## config.mk

```make
export PLATFORM = sky130hd
export DESIGN_NAME = pcs_status_and_serdes_ctrl
export DESIGN_NICKNAME = d
export VERILOG_FILES = /design/src/shared/pcs_sb_pkg.sv /design/src/verilog/pcs_status_and_serdes_ctrl.sv
export SDC_FILE = /design/constraint.sdc
export NUM_CORES = 1
export LEC_CHECK = 0
export BUFFER_PORTS_ARGS = -buffer_cell sky130_fd_sc_hd__buf_2
export CAP_MARGIN = 20
export CORE_ASPECT_RATIO = 0.9
export CORE_UTILIZATION = 55
export CTS_BUF_LIST = sky130_fd_sc_hd__clkbuf_8
export DETAILED_ROUTE_END_ITERATION = 6
export PLACE_DENSITY = 0.82
export SLEW_MARGIN = 15
export SYNTH_ARGS = -nofsm -noshare
export SYNTH_HDL_FRONTEND = slang
export SYNTH_SLANG_ARGS = --single-unit
```

## constraint.sdc

```tcl
create_clock -name clk_i -period 3.94 [get_ports clk_i]
set_input_delay 0.394 -clock clk_i [delete_from_list [all_inputs] [get_ports clk_i]]
set_output_delay 0.394 -clock clk_i [all_outputs]
set_load 0.01 [all_outputs]
```

## src/shared/pcs_sb_pkg.sv

```systemverilog
// Package for the PCS status indicators and serializer control sideband.
// Assumes one system clock; the register bus is classic Wishbone, 32-bit data.
package pcs_sb_pkg;

  // ==========================================================
  // Register map (byte addresses)
  localparam int unsigned ADR_W    = 8;
  localparam logic [7:0]  OFS_CTRL = 8'h00;
  localparam logic [7:0]  OFS_STAT = 8'h04;
  localparam logic [7:0]  OFS_ERRS = 8'h08;

  // ==========================================================
  // Control register fields
  localparam int unsigned CTRL_W        = 4;
  localparam int unsigned CTRL_PWRDN    = 0;
  localparam int unsigned CTRL_LOOP     = 1;
  localparam int unsigned CTRL_SGMII    = 2;
  localparam int unsigned CTRL_FDX      = 3;
  localparam logic [3:0]  CTRL_RESET    = 4'h0;

  // ==========================================================
  // Status register fields
  localparam int unsigned STAT_LINK     = 0;
  localparam int unsigned STAT_CRS      = 1;
  localparam int unsigned STAT_COL      = 2;
  localparam int unsigned STAT_AN_DONE  = 3;
  localparam int unsigned STAT_QUAD_PD  = 4;

  // ==========================================================
  // Error counter register fields
  localparam int unsigned CNT_W         = 16;
  localparam int unsigned ERRS_DISP_LSB = 16;
  localparam logic [15:0] CNT_ONE       = 16'h0001;
  localparam logic [15:0] CNT_MAX       = 16'hffff;

  localparam logic [31:0] DATA_ZERO     = 32'h0000_0000;

  // ==========================================================
  // Carriers
  typedef struct packed {
    logic             cyc;
    logic             stb;
    logic             we;
    logic [ADR_W-1:0] adr;
    logic [3:0]       sel;
    logic [31:0]      dat;
  } wb_req_t;

  typedef struct packed {
    logic        ack;
    logic [31:0] dat;
  } wb_rsp_t;

  // Per-cycle events and levels from the receive and transmit state machines
  typedef struct packed {
    logic sync_ok;
    logic tx_active;
    logic rx_active;
    logic collision;
    logic an_done;
    logic char_err;
    logic disp_err;
  } pcs_event_t;

endpackage

```

## src/verilog/pcs_status_and_serdes_ctrl.sv

```systemverilog
// Status indicators and serializer control sideband of a 1000BASE-X/SGMII PCS.
// Assumes the PCS core supplies per-cycle events synchronous to clk_i and that
// a Wishbone master reaches the control, status and error count registers.
`timescale 1ns/1ps

// How it works
// Link indicator is high while link synchronization is achieved.
// Carrier sense is high when transmit or receive path carries traffic.
// Collision indicator goes high on a collision during a frame transfer.
// Collision indicator stays low in 1000BASE-X mode or full-duplex SGMII.
// Auto-negotiation indicator goes low once auto-negotiation has completed.
// Invalid code group gives a character error pulse of exactly one cycle.
// Running disparity error gives a disparity error pulse of exactly one cycle.
// Serializer power-down output follows the software power-down selection.
// Serializer power-down output exists only with an external serializer.
// Serializer loopback output follows the software loopback selection.
// Exported power-down output follows power-down selection in transceiver variants.
// Transceiver quad is powered down whenever its power-down input is high.
// Exported power-down pair exists only with transceiver and export option.
// Outside party supplies the 125 MHz reference clock to transceiver variants.
// Outside party supplies the receive ten-bit clock in serializer variants.
// All outputs are registered and held low during reset.
module pcs_status_and_serdes_ctrl #(
  parameter bit EXT_SERDES   = 1'b1,
  parameter bit PWRDN_EXPORT = 1'b0
) (
  input  wire logic                   clk_i,
  input  wire logic                   rst_i,
  input  wire logic                   ce_i,
  input  wire pcs_sb_pkg::wb_req_t    wb_req_i,
  output pcs_sb_pkg::wb_rsp_t         wb_rsp_o,
  input  wire pcs_sb_pkg::pcs_event_t pcs_ev_i,
  input  wire logic                   quad_pwrdn_req_i,
  output logic                        link_ind_o,
  output logic                        crs_ind_o,
  output logic                        col_ind_o,
  output logic                        autoneg_pending_indicator_o,
  output logic                        char_err_o,
  output logic                        disp_err_o,
  output logic                        serdes_pwrdn_o,
  output logic                        serializer_loop_ctrl_o,
  output logic                        pwrdn_export_o,
  output logic                        quad_pwrdn_o
);
  import pcs_sb_pkg::*;

  // ==========================================================
  // State
  typedef struct packed {
    logic              ack;
    logic [31:0]       rdat;
    logic [CTRL_W-1:0] ctrl;
    logic              link;
    logic              crs;
    logic              col;
    logic              an_pend;
    logic              char_err;
    logic              disp_err;
    logic              sd_pwrdn;
    logic              sd_loop;
    logic              exp_pwrdn;
    logic              quad_pwrdn;
    logic [CNT_W-1:0]  char_cnt;
    logic [CNT_W-1:0]  disp_cnt;
  } state_t;

  localparam state_t STATE_RESET = '{
    ack: 1'b0, rdat: DATA_ZERO, ctrl: CTRL_RESET, link: 1'b0, crs: 1'b0,
    col: 1'b0, an_pend: 1'b0, char_err: 1'b0, disp_err: 1'b0,
    sd_pwrdn: 1'b0, sd_loop: 1'b0, exp_pwrdn: 1'b0, quad_pwrdn: 1'b0,
    char_cnt: '0, disp_cnt: '0
  };

  localparam bit HAS_EXPORT = !EXT_SERDES && PWRDN_EXPORT;

  state_t s_q;
  state_t s_d;

  // ==========================================================
  // Helpers
  function automatic logic reg_hit(input logic [ADR_W-1:0] adr,
                                   input logic [ADR_W-1:0] ofs);
    reg_hit = (adr == ofs);
  endfunction

  function automatic logic [CNT_W-1:0] sat_inc(input logic [CNT_W-1:0] cnt,
                                               input logic             ev);
    if (ev && cnt != CNT_MAX) begin
      sat_inc = cnt + CNT_ONE;
    end else begin
      sat_inc = cnt;
    end
  endfunction

  logic bus_go;
  logic bus_wr;
  logic std_mode;
  logic fdx_sgmii;

  assign bus_go    = wb_req_i.cyc && wb_req_i.stb && !s_q.ack;
  assign bus_wr    = bus_go && wb_req_i.we;
  assign std_mode  = !s_q.ctrl[CTRL_SGMII];
  assign fdx_sgmii = s_q.ctrl[CTRL_SGMII] && s_q.ctrl[CTRL_FDX];

  // ==========================================================
  // Next state
  always_comb begin
    s_d = s_q;

    // Indicators
    s_d.link    = pcs_ev_i.sync_ok;
    s_d.crs     = pcs_ev_i.tx_active || pcs_ev_i.rx_active;
    s_d.col     = pcs_ev_i.collision && (pcs_ev_i.tx_active || pcs_ev_i.rx_active)
                  && !std_mode && !fdx_sgmii;
    s_d.an_pend = !pcs_ev_i.an_done;

    // One-cycle error pulses, one per detected code group
    s_d.char_err = pcs_ev_i.char_err;
    s_d.disp_err = pcs_ev_i.disp_err;

    // Serializer and transceiver controls
    s_d.sd_pwrdn   = EXT_SERDES && s_q.ctrl[CTRL_PWRDN];
    s_d.sd_loop    = s_q.ctrl[CTRL_LOOP];
    s_d.exp_pwrdn  = HAS_EXPORT && s_q.ctrl[CTRL_PWRDN];
    s_d.quad_pwrdn = HAS_EXPORT && quad_pwrdn_req_i;

    // Bus slave: one wait state, ack for one cycle
    s_d.ack  = bus_go;
    s_d.rdat = DATA_ZERO;
    if (bus_go && !wb_req_i.we) begin
      if (reg_hit(wb_req_i.adr, OFS_CTRL)) begin
        s_d.rdat[CTRL_W-1:0] = s_q.ctrl;
      end else if (reg_hit(wb_req_i.adr, OFS_STAT)) begin
        s_d.rdat[STAT_LINK]    = s_q.link;
        s_d.rdat[STAT_CRS]     = s_q.crs;
        s_d.rdat[STAT_COL]     = s_q.col;
        s_d.rdat[STAT_AN_DONE] = !s_q.an_pend;
        s_d.rdat[STAT_QUAD_PD] = s_q.quad_pwrdn;
      end else if (reg_hit(wb_req_i.adr, OFS_ERRS)) begin
        s_d.rdat[CNT_W-1:0]                       = s_q.char_cnt;
        s_d.rdat[ERRS_DISP_LSB+CNT_W-1:ERRS_DISP_LSB] = s_q.disp_cnt;
      end
    end

    if (bus_wr && wb_req_i.sel[0] && reg_hit(wb_req_i.adr, OFS_CTRL)) begin
      s_d.ctrl = wb_req_i.dat[CTRL_W-1:0];
    end

    // Counters: a write clears, but an event in the same cycle still counts
    if (bus_wr && reg_hit(wb_req_i.adr, OFS_ERRS)) begin
      s_d.char_cnt = pcs_ev_i.char_err ? CNT_ONE : '0;
      s_d.disp_cnt = pcs_ev_i.disp_err ? CNT_ONE : '0;
    end else begin
      s_d.char_cnt = sat_inc(s_q.char_cnt, pcs_ev_i.char_err);
      s_d.disp_cnt = sat_inc(s_q.disp_cnt, pcs_ev_i.disp_err);
    end
  end

  always_ff @(posedge clk_i) begin
    if (rst_i) begin
      s_q <= STATE_RESET;
    end else if (ce_i) begin
      s_q <= s_d;
    end
  end

  // ==========================================================
  // Outputs, all straight from flip-flops
  assign wb_rsp_o.ack                = s_q.ack;
  assign wb_rsp_o.dat                = s_q.rdat;
  assign link_ind_o                  = s_q.link;
  assign crs_ind_o                   = s_q.crs;
  assign col_ind_o                   = s_q.col;
  assign autoneg_pending_indicator_o = s_q.an_pend;
  assign char_err_o                  = s_q.char_err;
  assign disp_err_o                  = s_q.disp_err;
  assign serdes_pwrdn_o              = s_q.sd_pwrdn;
  assign serializer_loop_ctrl_o      = s_q.sd_loop;
  assign pwrdn_export_o              = s_q.exp_pwrdn;
  assign quad_pwrdn_o                = s_q.quad_pwrdn;

  // ==========================================================
  // Assertions
  property p_link;
    @(posedge clk_i) disable iff (rst_i)
    ce_i |=> (link_ind_o == $past(pcs_ev_i.sync_ok));
  endproperty
  a_link: assert property (p_link) else $error("link indicator wrong");

  property p_crs;
    @(posedge clk_i) disable iff (rst_i)
    (ce_i && !pcs_ev_i.tx_active && !pcs_ev_i.rx_active) |=> !crs_ind_o;
  endproperty
  a_crs: assert property (p_crs) else $error("carrier sense without traffic");

  property p_col;
    @(posedge clk_i) disable iff (rst_i)
    (ce_i && pcs_ev_i.collision && pcs_ev_i.tx_active && s_q.ctrl[CTRL_SGMII]
     && !s_q.ctrl[CTRL_FDX]) |=> col_ind_o;
  endproperty
  a_col: assert property (p_col) else $error("collision not shown");

  property p_col_low;
    @(posedge clk_i) disable iff (rst_i)
    (std_mode || fdx_sgmii) && ce_i |=> !col_ind_o;
  endproperty
  a_col_low: assert property (p_col_low) else $error("collision in full duplex");

  property p_an;
    @(posedge clk_i) disable iff (rst_i)
    (ce_i && pcs_ev_i.an_done) |=> !autoneg_pending_indicator_o;
  endproperty
  a_an: assert property (p_an) else $error("autoneg indicator not low");

  property p_char;
    @(posedge clk_i) disable iff (rst_i)
    (ce_i && pcs_ev_i.char_err) ##1 (ce_i && !pcs_ev_i.char_err)
      |=> $past(char_err_o, 1) && !char_err_o;
  endproperty
  a_char: assert property (p_char) else $error("char error pulse length");

  property p_disp;
    @(posedge clk_i) disable iff (rst_i)
    (ce_i && pcs_ev_i.disp_err) ##1 (ce_i && !pcs_ev_i.disp_err)
      |=> $past(disp_err_o, 1) && !disp_err_o;
  endproperty
  a_disp: assert property (p_disp) else $error("disparity pulse length");

  property p_pwrdn;
    @(posedge clk_i) disable iff (rst_i)
    ce_i |=> (serdes_pwrdn_o == (EXT_SERDES && $past(s_q.ctrl[CTRL_PWRDN])));
  endproperty
  a_pwrdn: assert property (p_pwrdn) else $error("serdes power-down wrong");

  property p_loop;
    @(posedge clk_i) disable iff (rst_i)
    ce_i |=> (serializer_loop_ctrl_o == $past(s_q.ctrl[CTRL_LOOP]));
  endproperty
  a_loop: assert property (p_loop) else $error("loopback control wrong");

  property p_export;
    @(posedge clk_i) disable iff (rst_i)
    ce_i |=> (pwrdn_export_o == (HAS_EXPORT && $past(s_q.ctrl[CTRL_PWRDN])));
  endproperty
  a_export: assert property (p_export) else $error("exported power-down wrong");

  property p_quad;
    @(posedge clk_i) disable iff (rst_i)
    ce_i |=> (quad_pwrdn_o == (HAS_EXPORT && $past(quad_pwrdn_req_i)));
  endproperty
  a_quad: assert property (p_quad) else $error("quad power-down wrong");

  property p_reset;
    @(posedge clk_i)
    rst_i |=> !(link_ind_o || crs_ind_o || col_ind_o || autoneg_pending_indicator_o
               || char_err_o || disp_err_o || serdes_pwrdn_o || serializer_loop_ctrl_o
               || pwrdn_export_o || quad_pwrdn_o || wb_rsp_o.ack);
  endproperty
  a_reset: assert property (p_reset) else $error("output high after reset");

  property p_ack;
    @(posedge clk_i) disable iff (rst_i)
    (ce_i && wb_req_i.cyc && wb_req_i.stb && !wb_rsp_o.ack) |=> wb_rsp_o.ack;
  endproperty
  a_ack: assert property (p_ack) else $error("bus ack missing");

  // ==========================================================
  // Further assertions: indicators, bus, counters, clock enable
  property p_crs_high;
    @(posedge clk_i) disable iff (rst_i)
    (ce_i && (pcs_ev_i.tx_active || pcs_ev_i.rx_active)) |=> crs_ind_o;
  endproperty
  a_crs_high: assert property (p_crs_high) else $error("carrier sense missing");

  property p_col_idle;
    @(posedge clk_i) disable iff (rst_i)
    (ce_i && !pcs_ev_i.tx_active && !pcs_ev_i.rx_active) |=> !col_ind_o;
  endproperty
  a_col_idle: assert property (p_col_idle) else $error("collision outside a frame");

  property p_an_pend;
    @(posedge clk_i) disable iff (rst_i)
    (ce_i && !pcs_ev_i.an_done) |=> autoneg_pending_indicator_o;
  endproperty
  a_an_pend: assert property (p_an_pend) else $error("autoneg indicator low too early");

  property p_char_set;
    @(posedge clk_i) disable iff (rst_i)
    (ce_i && pcs_ev_i.char_err) |=> char_err_o;
  endproperty
  a_char_set: assert property (p_char_set) else $error("char error pulse missing");

  property p_disp_set;
    @(posedge clk_i) disable iff (rst_i)
    (ce_i && pcs_ev_i.disp_err) |=> disp_err_o;
  endproperty
  a_disp_set: assert property (p_disp_set) else $error("disparity pulse missing");

  property p_ack_pulse;
    @(posedge clk_i) disable iff (rst_i)
    (ce_i && wb_rsp_o.ack) |=> !wb_rsp_o.ack;
  endproperty
  a_ack_pulse: assert property (p_ack_pulse) else $error("bus ack longer than one cycle");

  property p_rdat_idle;
    @(posedge clk_i) disable iff (rst_i)
    !wb_rsp_o.ack |-> (wb_rsp_o.dat == DATA_ZERO);
  endproperty
  a_rdat_idle: assert property (p_rdat_idle) else $error("read data outside ack");

  property p_freeze;
    @(posedge clk_i) disable iff (rst_i)
    !ce_i |=> $stable(s_q);
  endproperty
  a_freeze: assert property (p_freeze) else $error("state moved while disabled");

  property p_ctrl_wr;
    @(posedge clk_i) disable iff (rst_i)
    (ce_i && bus_wr && wb_req_i.sel[0] && reg_hit(wb_req_i.adr, OFS_CTRL))
      |=> (s_q.ctrl == $past(wb_req_i.dat[CTRL_W-1:0]));
  endproperty
  a_ctrl_wr: assert property (p_ctrl_wr) else $error("control write lost");

  property p_cnt_clear;
    @(posedge clk_i) disable iff (rst_i)
    (ce_i && bus_wr && reg_hit(wb_req_i.adr, OFS_ERRS) && !pcs_ev_i.char_err)
      |=> (s_q.char_cnt == '0);
  endproperty
  a_cnt_clear: assert property (p_cnt_clear) else $error("error count not cleared");

  property p_char_inc;
    @(posedge clk_i) disable iff (rst_i)
    (ce_i && pcs_ev_i.char_err && !(bus_wr && reg_hit(wb_req_i.adr, OFS_ERRS))
     && s_q.char_cnt != CNT_MAX) |=> (s_q.char_cnt == $past(s_q.char_cnt) + CNT_ONE);
  endproperty
  a_char_inc: assert property (p_char_inc) else $error("char error not counted");

  property p_disp_inc;
    @(posedge clk_i) disable iff (rst_i)
    (ce_i && pcs_ev_i.disp_err && !(bus_wr && reg_hit(wb_req_i.adr, OFS_ERRS))
     && s_q.disp_cnt != CNT_MAX) |=> (s_q.disp_cnt == $past(s_q.disp_cnt) + CNT_ONE);
  endproperty
  a_disp_inc: assert property (p_disp_inc) else $error("disparity error not counted");

endmodule

```

==> results_tabular.tex, run 1 <==
\begin{tabular}{lr}
\hline
Metric & Value \\
\hline
\multicolumn{2}{l}{\textbf{Run status}} \\
\quad Run status & finished, final reports clean \\
\multicolumn{2}{l}{\textbf{Drt}} \\
\quad DRC violation total after the first TritonRoute iteration & around 380 \\
\quad Routed wire length & roughly 8500 µm \\
\quad 1st-pass router iterations & 4 \\
\quad Routed length per instance & between 10 and 15 µm \\
\quad Count of antenna-violating nets left after detailed routing & 0 \\
\quad DRC & 0 \\
\quad Vias after detailed routing & about 3.5k \\
\quad Per-cell via count in the routed design & just under 6 \\
\multicolumn{2}{l}{\textbf{GRT}} \\
\quad GRT Residual Overflow & 0 \\
\quad Antenna violations before repair & 0 \\
\quad Vias in the first global route & about 3.1k \\
\quad Maximum number of pins on one net before global-route repair & between 40 and 50 \\
\quad Total GRT Usage & 0.243 \\
\quad First-pass GRT wire length & $\sim$14000 µm \\
\multicolumn{2}{l}{\textbf{Worst setup path}} \\
\quad Biggest cell delay along the critical path & about 0.62 ns \\
\quad CP Launch Point & s\_q[16] \\
\quad Category of the most critical setup path & flip-flop to flip-flop \\
\quad Ordered cell list for the critical path & ha\_1 > nand3\_1 > nor4\_1 > o211a\_2 > and4b\_1 > o221a\_2 \\
\quad Type of element launching the critical path & flip-flop \\
\quad Endpoint class of the critical path & flip-flop \\
\quad Req. time, crit path & around 4.2 ns \\
\quad Worst path slowest cell & nor4\_1 \\
\quad CP max FO & 17 \\
\quad Reg-to-reg critical path startpoint & s\_q[16] \\
\quad Crit path DAT & 2.79 ns \\
\quad Setup slack on the worst flop-to-flop path & 1.40 ns \\
\multicolumn{2}{l}{\textbf{CTS}} \\
\quad Worst skew pair latency & 0.35 ns \\
\quad CTS Root Cell & clkbuf\_8 \\
\quad Resized Gates After CTS & 0 \\
\quad Post-CTS setup buffer count & 0 \\
\quad Clock-pin slew reported for the worst setup and hold paths after clock tree synthesis & about 0.080 ns \\
\quad Count of hold-fix buffers inserted at cts & 0 \\
\quad Number of clock sinks seen by CTS & 77 \\
\quad Number of levels the H-tree was split into & 3 \\
\quad CTS Buf Count & 9 \\
\quad Buffer depth of the longest clock path & 2 \\
\quad TritonCTS clock tree & done \\
\multicolumn{2}{l}{\textbf{Synth}} \\
\quad Fraction of synthesized cell area taken by the top area cell type & 0.394 \\
\quad Post-synth ARST share & 0 \\
\quad Count of different cell masters after synthesis & 46 \\
\quad Leading post-synthesis cells by cell area & dfxtp\_1 39\%, a21oi\_1 8.6\%, buf\_4 6.7\% \\
\quad Number of flops mapped to enable cells by yosys & 0 \\
\quad Post-synth top area cell & dfxtp\_1 \\
\quad Main synth FF type & dfxtp\_1 \\
\quad Post-synthesis sequential element count & 77 \\
\quad Yosys Warn Count & 0 \\
\quad Average size of a mapped cell & 7.99 µm² \\
\quad Syn Std Cell Area & between 3000 and 4000 µm² \\
\quad Sequential fraction of the synthesis area & 0.394 \\
\quad Number of instances in the synthesized netlist & 490 \\
\multicolumn{2}{l}{\textbf{STA}} \\
\quad Count of final setup violators & 0 \\
\quad Sum of negative setup slack & 0 ns \\
\quad Max transition margin & 0.366 \\
\quad Worst clock skew on the final layout & between 0.008 and 0.009 ns \\
\quad Maximum clock frequency & around 390 MHz \\
\quad Final Cycle Share & 0.645 \\
\quad Hold Fails Final Rpt & 0 \\
\quad Smallest setup slack after layout & 1.40 ns \\
\quad Slew at the pin closest to its max-slew limit & approximately 0.94 ns \\
\quad Total count of max-transition violations in the final report & 0 \\
\quad Unrepaired setup endpoints after global routing & false \\
\quad Final Hold Slack & between 0.2 and 0.25 ns \\
\quad Shortest period the worst path allows & between 2 and 3 ns \\
\multicolumn{2}{l}{\textbf{Pwr}} \\
\quad Relative contribution of combinational cells to total power & 0.058 \\
\quad Relative contribution of sequential cells to total power & 0.518 \\
\quad Power per cell area & around 360 nW/µm² \\
\quad Share of total power consumed by net switching & 0.235 \\
\quad Clock power share & 0.424 \\
\quad Internal power & roughly 1.2 mW \\
\quad Overall Power & between 1.5 and 2 mW \\
\quad Maximum vdd drop & slightly below 0.0003 V \\
\quad Net Switching & around 0.36 mW \\
\quad P\_leak & $\sim$1.6 nW \\
\multicolumn{2}{l}{\textbf{Finish}} \\
\quad Layout Area Growth over Synthesis & 7.77\% \\
\quad Proportion of layout cells with a drive suffix above 1 & 0.196 \\
\quad Layout Cell Area excl Fill & $\sim$4200 µm² \\
\quad Antenna cell count & 0 \\
\quad Fraction of the core area covered by cells at the end of the flow & 0.627 \\
\quad Layout net count & $\sim$570 \\
\quad Final non-filler cell total & a little over 600 \\
\multicolumn{2}{l}{\textbf{Floorplan}} \\
\quad Y dimension of the die & 82.0 µm \\
\quad Initial core utilization & 0.582 \\
\quad Die area & 7460 µm² \\
\quad Rows & 28 \\
\quad Boundary Pins & a little over 100 \\
\quad Placeable core region & 6730 µm² \\
\quad Die span in x & 90.9 µm \\
\multicolumn{2}{l}{\textbf{Job}} \\
\quad Number of max-cap violations & 0 \\
\multicolumn{2}{l}{\textbf{Placed design}} \\
\quad Pre-CTS worst setup slack & between 1 and 1.5 ns \\
\quad Buffers added on ports & 66 \\
\quad Half-perimeter wire length after detailed placement & around 5700 µm \\
\quad Weighted congestion at the end of routability-driven global placement & 0.878 \\
\quad Area post-placement & about 4000 µm² \\
\quad Post-Place Cells & a little under 600 \\
\multicolumn{2}{l}{\textbf{Hold path}} \\
\quad Hold Path Origin & pcs\_ev\_i[2] \\
\quad Worst hold path type & input pin to flip-flop \\
\hline
\end{tabular}
## layer usage
layer,vias up,GRT usage,routed length (µm)
met2,129,0.392,3810
met1,1635,0.318,3960
li1,1733,-,-
met4,0,0.0889,128
met3,12,0.0611,621
met5,-,0,0
## cells by family (layout without fill, tap and decap cells)
family                   after synthesis  count (layout)  share of synthesized area
AO/OA/AOI/OAI                        118             118                      0.169
adder cells (fa/ha/maj)                2               2                    0.00639
buffers and inverters                 69              94                      0.108
flip-flops                            77              77                      0.394
multiplexers                          10              10                     0.0259
other                                  1               2                   0.000958
AND/OR/NAND/NOR                      213             213                      0.296
## cell usage in the layout, fill, tap and decap left out, types with 3 or more instances in the layout
cell,instances
a211oi_1,3
nor2_1,65
nand4_1,6
or3b_2,3
a31oi_1,8
a21oi_1,67
nand2b_1,8
o41ai_1,4
nand3_1,18
or4_1,8
nor2b_1,35
nor3_1,7
clkbuf_8,9
nand3b_1,5
buf_2,66
nand2_1,21
inv_1,9
nand4b_1,3
nor4_1,5
buf_4,4
and3_1,4
o21ai_0,27
mux2i_1,9
and2_1,3
or3_1,10
clkinvlp_4,3
dfxtp_1,77
## final cells by class
| type | count | area (µm²) |
|---|---|---|
| clock inverter | 7 | 91.3 |
| clock buffer | 9 | 124 |
| sequential | 77 | 1540 |
| multi-input combinational | 345 | 1960 |
| inverter | 8 | 30.0 |
| timing repair buffer | 70 | 360 |
| fill | 630 | 2510 |
| tap | 90 | 113 |
## flip-flops by register name, summed over array words and instances, names as in the netlist
register and cells:
serializer_loop_ctrl_o 1, col_ind_o 1, wb_rsp_o 33, autoneg_pending_indicator_o 1
link_ind_o 1, s_d 2, crs_ind_o 1, char_err_o 1
serdes_pwrdn_o 1, disp_err_o 1, s_q 34
## power by group through the flow
| stage | logic (mW) | clock network, mW | registers [mW] |
|---|---|---|---|
| 2_1_floorplan | 0.0583 | 0 | 0.808 |
| 3_3_place_gp | 0.0853 | 0 | 0.808 |
| 3_5_place_dp | 0.0879 | 0 | 0.808 |
| 4_1_cts | 0.0883 | 0.655 | 0.790 |
| 5_1_grt | 0.0982 | 0.687 | 0.791 |
| 6_report | 0.0892 | 0.646 | 0.790 |
## Yosys cell counts, drive strengths merged, types with 9 or more instances
cell type	n
dfxtp	77
mux2i	9
o21ai	28
nor2b	35
or4	10
nand3	18
clkbuf	17
a21oi	67
nor2	66
buf	44
nand2	21
or3	10
## worst max-delay path: cells and delay by family (launching register included)
family / cells / cell delay [ns]
adders and majority gates: 1 / 0.24
AOI/OAI and AO/OA: 2 / 0.74
DFF: 1 / 0.44
and+or+nand+nor: 3 / 1.02
## final timing paths
check / endpoint / cells past startpoint
max: s_q[24] / 6
min: autoneg_pending_indicator_o / 2
max reg2reg: s_q[24] / 6
min reg2reg: wb_rsp_o[3] / 2
(Power assumes the default switching activity.)
==> run 2: changes to the inputs <==
==> constraint.sdc (replaced) <==
create_clock -name clk_i -period 2.6 [get_ports clk_i]
set_input_delay 0.26 -clock clk_i [delete_from_list [all_inputs] [get_ports clk_i]]
set_output_delay 0.26 -clock clk_i [all_outputs]
set_load 0.01 [all_outputs]
==> results_tabular.tex, run 2 (synthesis results as in run 1) <==
\begin{tabular}{lr}
\hline
Metric & Value \\
\hline
\multicolumn{2}{l}{\textbf{STA}} \\
\quad Count of final setup violators & 0 (unchanged) \\
\quad Hold Fails Final Rpt & 0 (unchanged) \\
\quad Slew at the pin closest to its max-slew limit & 0.737 ns (was 0.943 ns) \\
\quad Sum of negative setup slack & 0 ns (unchanged) \\
\quad Worst clock skew on the final layout & 0.00979 ns (was 0.00848 ns) \\
\quad Total count of max-transition violations in the final report & 0 (unchanged) \\
\quad Shortest period the worst path allows & 2.26 ns (was 2.54 ns) \\
\quad Unrepaired setup endpoints after global routing & false (unchanged) \\
\quad Maximum clock frequency & 443 MHz (was 393 MHz) \\
\quad Final Cycle Share & 0.869 (was 0.645) \\
\quad Max transition margin & 0.509 (was 0.366) \\
\multicolumn{2}{l}{\textbf{Floorplan}} \\
\quad Y dimension of the die & 82.0 µm (unchanged) \\
\quad Boundary Pins & 101 (unchanged) \\
\quad Die area & 7460 µm² (unchanged) \\
\quad Initial core utilization & 0.582 (unchanged) \\
\quad Die span in x & 90.9 µm (unchanged) \\
\quad Rows & 28 (unchanged) \\
\quad Placeable core region & 6730 µm² (unchanged) \\
\multicolumn{2}{l}{\textbf{Pwr}} \\
\quad Share of total power consumed by net switching & 0.249 (was 0.235) \\
\quad Relative contribution of combinational cells to total power & 0.065 (was 0.058) \\
\quad Internal power & 1.61 mW (was 1.17 mW) \\
\quad Maximum vdd drop & 0.000469 V (was 0.000292 V) \\
\quad Power per cell area & 503 nW/µm² (was 362 nW/µm²) \\
\quad Net Switching & 0.532 mW (was 0.358 mW) \\
\quad Overall Power & 2.14 mW (was 1.53 mW) \\
\quad Relative contribution of sequential cells to total power & 0.560 (was 0.518) \\
\quad P\_leak & 1.66 nW (was 1.62 nW) \\
\quad Clock power share & 0.375 (was 0.424) \\
\multicolumn{2}{l}{\textbf{Run status}} \\
\quad Run status & finished, final reports clean (unchanged) \\
\multicolumn{2}{l}{\textbf{Drt}} \\
\quad Routed length per instance & 13.8 µm (was 14.1 µm) \\
\quad Count of antenna-violating nets left after detailed routing & 0 (unchanged) \\
\quad Per-cell via count in the routed design & 5.73 (was 5.79) \\
\quad 1st-pass router iterations & 5 (was 4) \\
\quad Routed wire length & 8470 µm (was 8520 µm) \\
\quad Vias after detailed routing & 3525 (was 3509) \\
\quad DRC violation total after the first TritonRoute iteration & 276 (was 384) \\
\quad DRC & 0 (unchanged) \\
\multicolumn{2}{l}{\textbf{Worst setup path}} \\
\quad Req. time, crit path & 2.88 ns (was 4.19 ns) \\
\quad Buf+Inv Stages, Crit Path & 1 (was 0) \\
\quad Crit path DAT & 2.54 ns (was 2.79 ns) \\
\quad CP max FO & 10 (was 17) \\
\quad CP delay by family, top & simple AND/OR/NAND/NOR gates (unchanged) \\
\quad Type of element launching the critical path & flip-flop (unchanged) \\
\quad Ordered cell list for the critical path & ha\_1 > nand3\_1 > or4\_1 > a21boi\_2 > buf\_4 > o21ai\_0 > a21oi\_1 (was ha\_1 > nand3\_1 > nor4\_1 > o211a\_2 > and4b\_1 > o221a\_2) \\
\quad Endpoint class of the critical path & flip-flop (unchanged) \\
\quad Worst path slowest cell & or4\_1 (was nor4\_1) \\
\quad Category of the most critical setup path & flip-flop to flip-flop (unchanged) \\
\quad Biggest cell delay along the critical path & 0.61 ns (was 0.62 ns) \\
\multicolumn{2}{l}{\textbf{Placed design}} \\
\quad Buffers added on ports & 66 (unchanged) \\
\quad Weighted congestion at the end of routability-driven global placement & 0.860 (was 0.878) \\
\quad Half-perimeter wire length after detailed placement & 5770 µm (was 5670 µm) \\
\quad Area post-placement & 4070 µm² (was 4000 µm²) \\
\quad Post-Place Cells & 598 (was 590) \\
\multicolumn{2}{l}{\textbf{Finish}} \\
\quad Number of flip-flops in the largest register & 34 (unchanged) \\
\quad Layout Area Growth over Synthesis & 8.63\% (was 7.77\%) \\
\quad Layout net count & 580 (was 571) \\
\quad Layout Cell Area excl Fill & 4250 µm² (was 4220 µm²) \\
\quad Proportion of layout cells with a drive suffix above 1 & 0.210 (was 0.196) \\
\quad Most frequent cells in the layout & 77 x dfxtp\_1, 67 x a21oi\_1, 67 x buf\_2, 65 x nor2\_1, 35 x nor2b\_1 (was 77 x dfxtp\_1, 67 x a21oi\_1, 66 x buf\_2, 65 x nor2\_1, 35 x nor2b\_1) \\
\quad Most common library cell in the layout ignoring fill and taps & dfxtp\_1 (unchanged) \\
\quad Fraction of the core area covered by cells at the end of the flow & 0.632 (was 0.627) \\
\quad Final non-filler cell total & 615 (was 606) \\
\quad Antenna cell count & 0 (unchanged) \\
\quad Count of filler cells inserted in the layout & 615 (was 630) \\
\quad Reg with most FFs & s\_q (unchanged) \\
\multicolumn{2}{l}{\textbf{GRT}} \\
\quad Antenna violations before repair & 0 (unchanged) \\
\quad M3 GR Usage & 0.0537 (was 0.0611) \\
\quad First-pass GRT wire length & 14100 µm (was 14500 µm) \\
\quad Most crowded layer after global routing & met2 (unchanged) \\
\quad Total GRT Usage & 0.234 (was 0.243) \\
\quad GRT Residual Overflow & 0 (unchanged) \\
\quad Maximum number of pins on one net before global-route repair & 41 (was 47) \\
\quad Met2 track demand over resource in global routing & 0.383 (was 0.392) \\
\quad Met1 usage & 0.311 (was 0.318) \\
\quad Vias in the first global route & 3073 (was 3142) \\
\multicolumn{2}{l}{\textbf{CTS}} \\
\quad Number of clock sinks seen by CTS & 77 (unchanged) \\
\quad Number of levels the H-tree was split into & 3 (unchanged) \\
\quad CTS Root Cell & clkbuf\_8 (unchanged) \\
\quad Buffer depth of the longest clock path & 2 (unchanged) \\
\quad Count of hold-fix buffers inserted at cts & 0 (unchanged) \\
\quad CTS Buf Count & 9 (unchanged) \\
\quad TritonCTS clock tree & done (unchanged) \\
\quad Resized Gates After CTS & 0 (unchanged) \\
\quad Post-CTS setup buffer count & 0 (unchanged) \\
\quad Clock-pin slew reported for the worst setup and hold paths after clock tree synthesis & 0.08 ns (about the same) \\
\quad Worst skew pair latency & 0.34 ns (was 0.35 ns) \\
\multicolumn{2}{l}{\textbf{Job}} \\
\quad Number of max-cap violations & 0 (unchanged) \\
\multicolumn{2}{l}{\textbf{Hold path}} \\
\quad Worst hold path type & input pin to flip-flop (unchanged) \\
\hline
\end{tabular}
[run 2: through the flow]
step / worst slack [ns] / hold slack (ns)
final: 0.340 / 0.108
after floorplan: 0.486 / 0.359
after detailed placement: 0.293 / 0.454
after CTS: 0.258 / 0.102
after global routing: 0.184 / 0.0935
after global placement: 0.301 / 0.444
[run 2: power groups by stage]
stage / combinational (mW) / sequential (mW) / clock [mW]
finish: 0.139 / 1.20 / 0.803
global route: 0.153 / 1.20 / 0.872
CTS: 0.137 / 1.20 / 0.819
detailed placement: 0.137 / 1.22 / 0
global placement: 0.135 / 1.22 / 0
floorplan: 0.0883 / 1.23 / 0
[run 2: path summary, 6_finish.rpt]
path	start	endpoint	slack, ns	depth (start not counted)
max	s_q[0]	s_q[7]	0.34	7
min	pcs_ev_i[2]	autoneg_pending_indicator_o	0.11	2
max reg2reg	s_q[0]	s_q[7]	0.34	7
min reg2reg	char_err_o	char_err_o	0.47	2
[run 2: area by class of cell]
| cell class | instances | area [µm²] | area share |
|---|---|---|---|
| Timing Repair Buffer | 79 | 438 | 0.103 |
| Multi-Input combinational cell | 345 | 1950 | 0.459 |
| Clock inverter | 6 | 38.8 | 0.00912 |
| Clock buffer | 10 | 138 | 0.0324 |
| Tap cell | 90 | 113 | 0.0265 |
| Inverter | 8 | 30.0 | 0.00706 |
| Sequential cell | 77 | 1540 | 0.363 |
[run 2: worst reg2reg max path, delay by kind of cell, from the launching register on]
kind,cells,cell delay (ns)
adder cells (fa/ha/maj),1,0.23
flip-flops,1,0.44
AO/OA/AOI/OAI,3,0.57
buffers and inverters,1,0.23
AND/OR/NAND/NOR,2,0.72
[run 2: metal layers]
layer / vias to the layer above / wire [µm]
met5: - / 0
met4: 0 / 133
met3: 11 / 443
met2: 121 / 3730
met1: 1648 / 4160
li1: 1745 / -
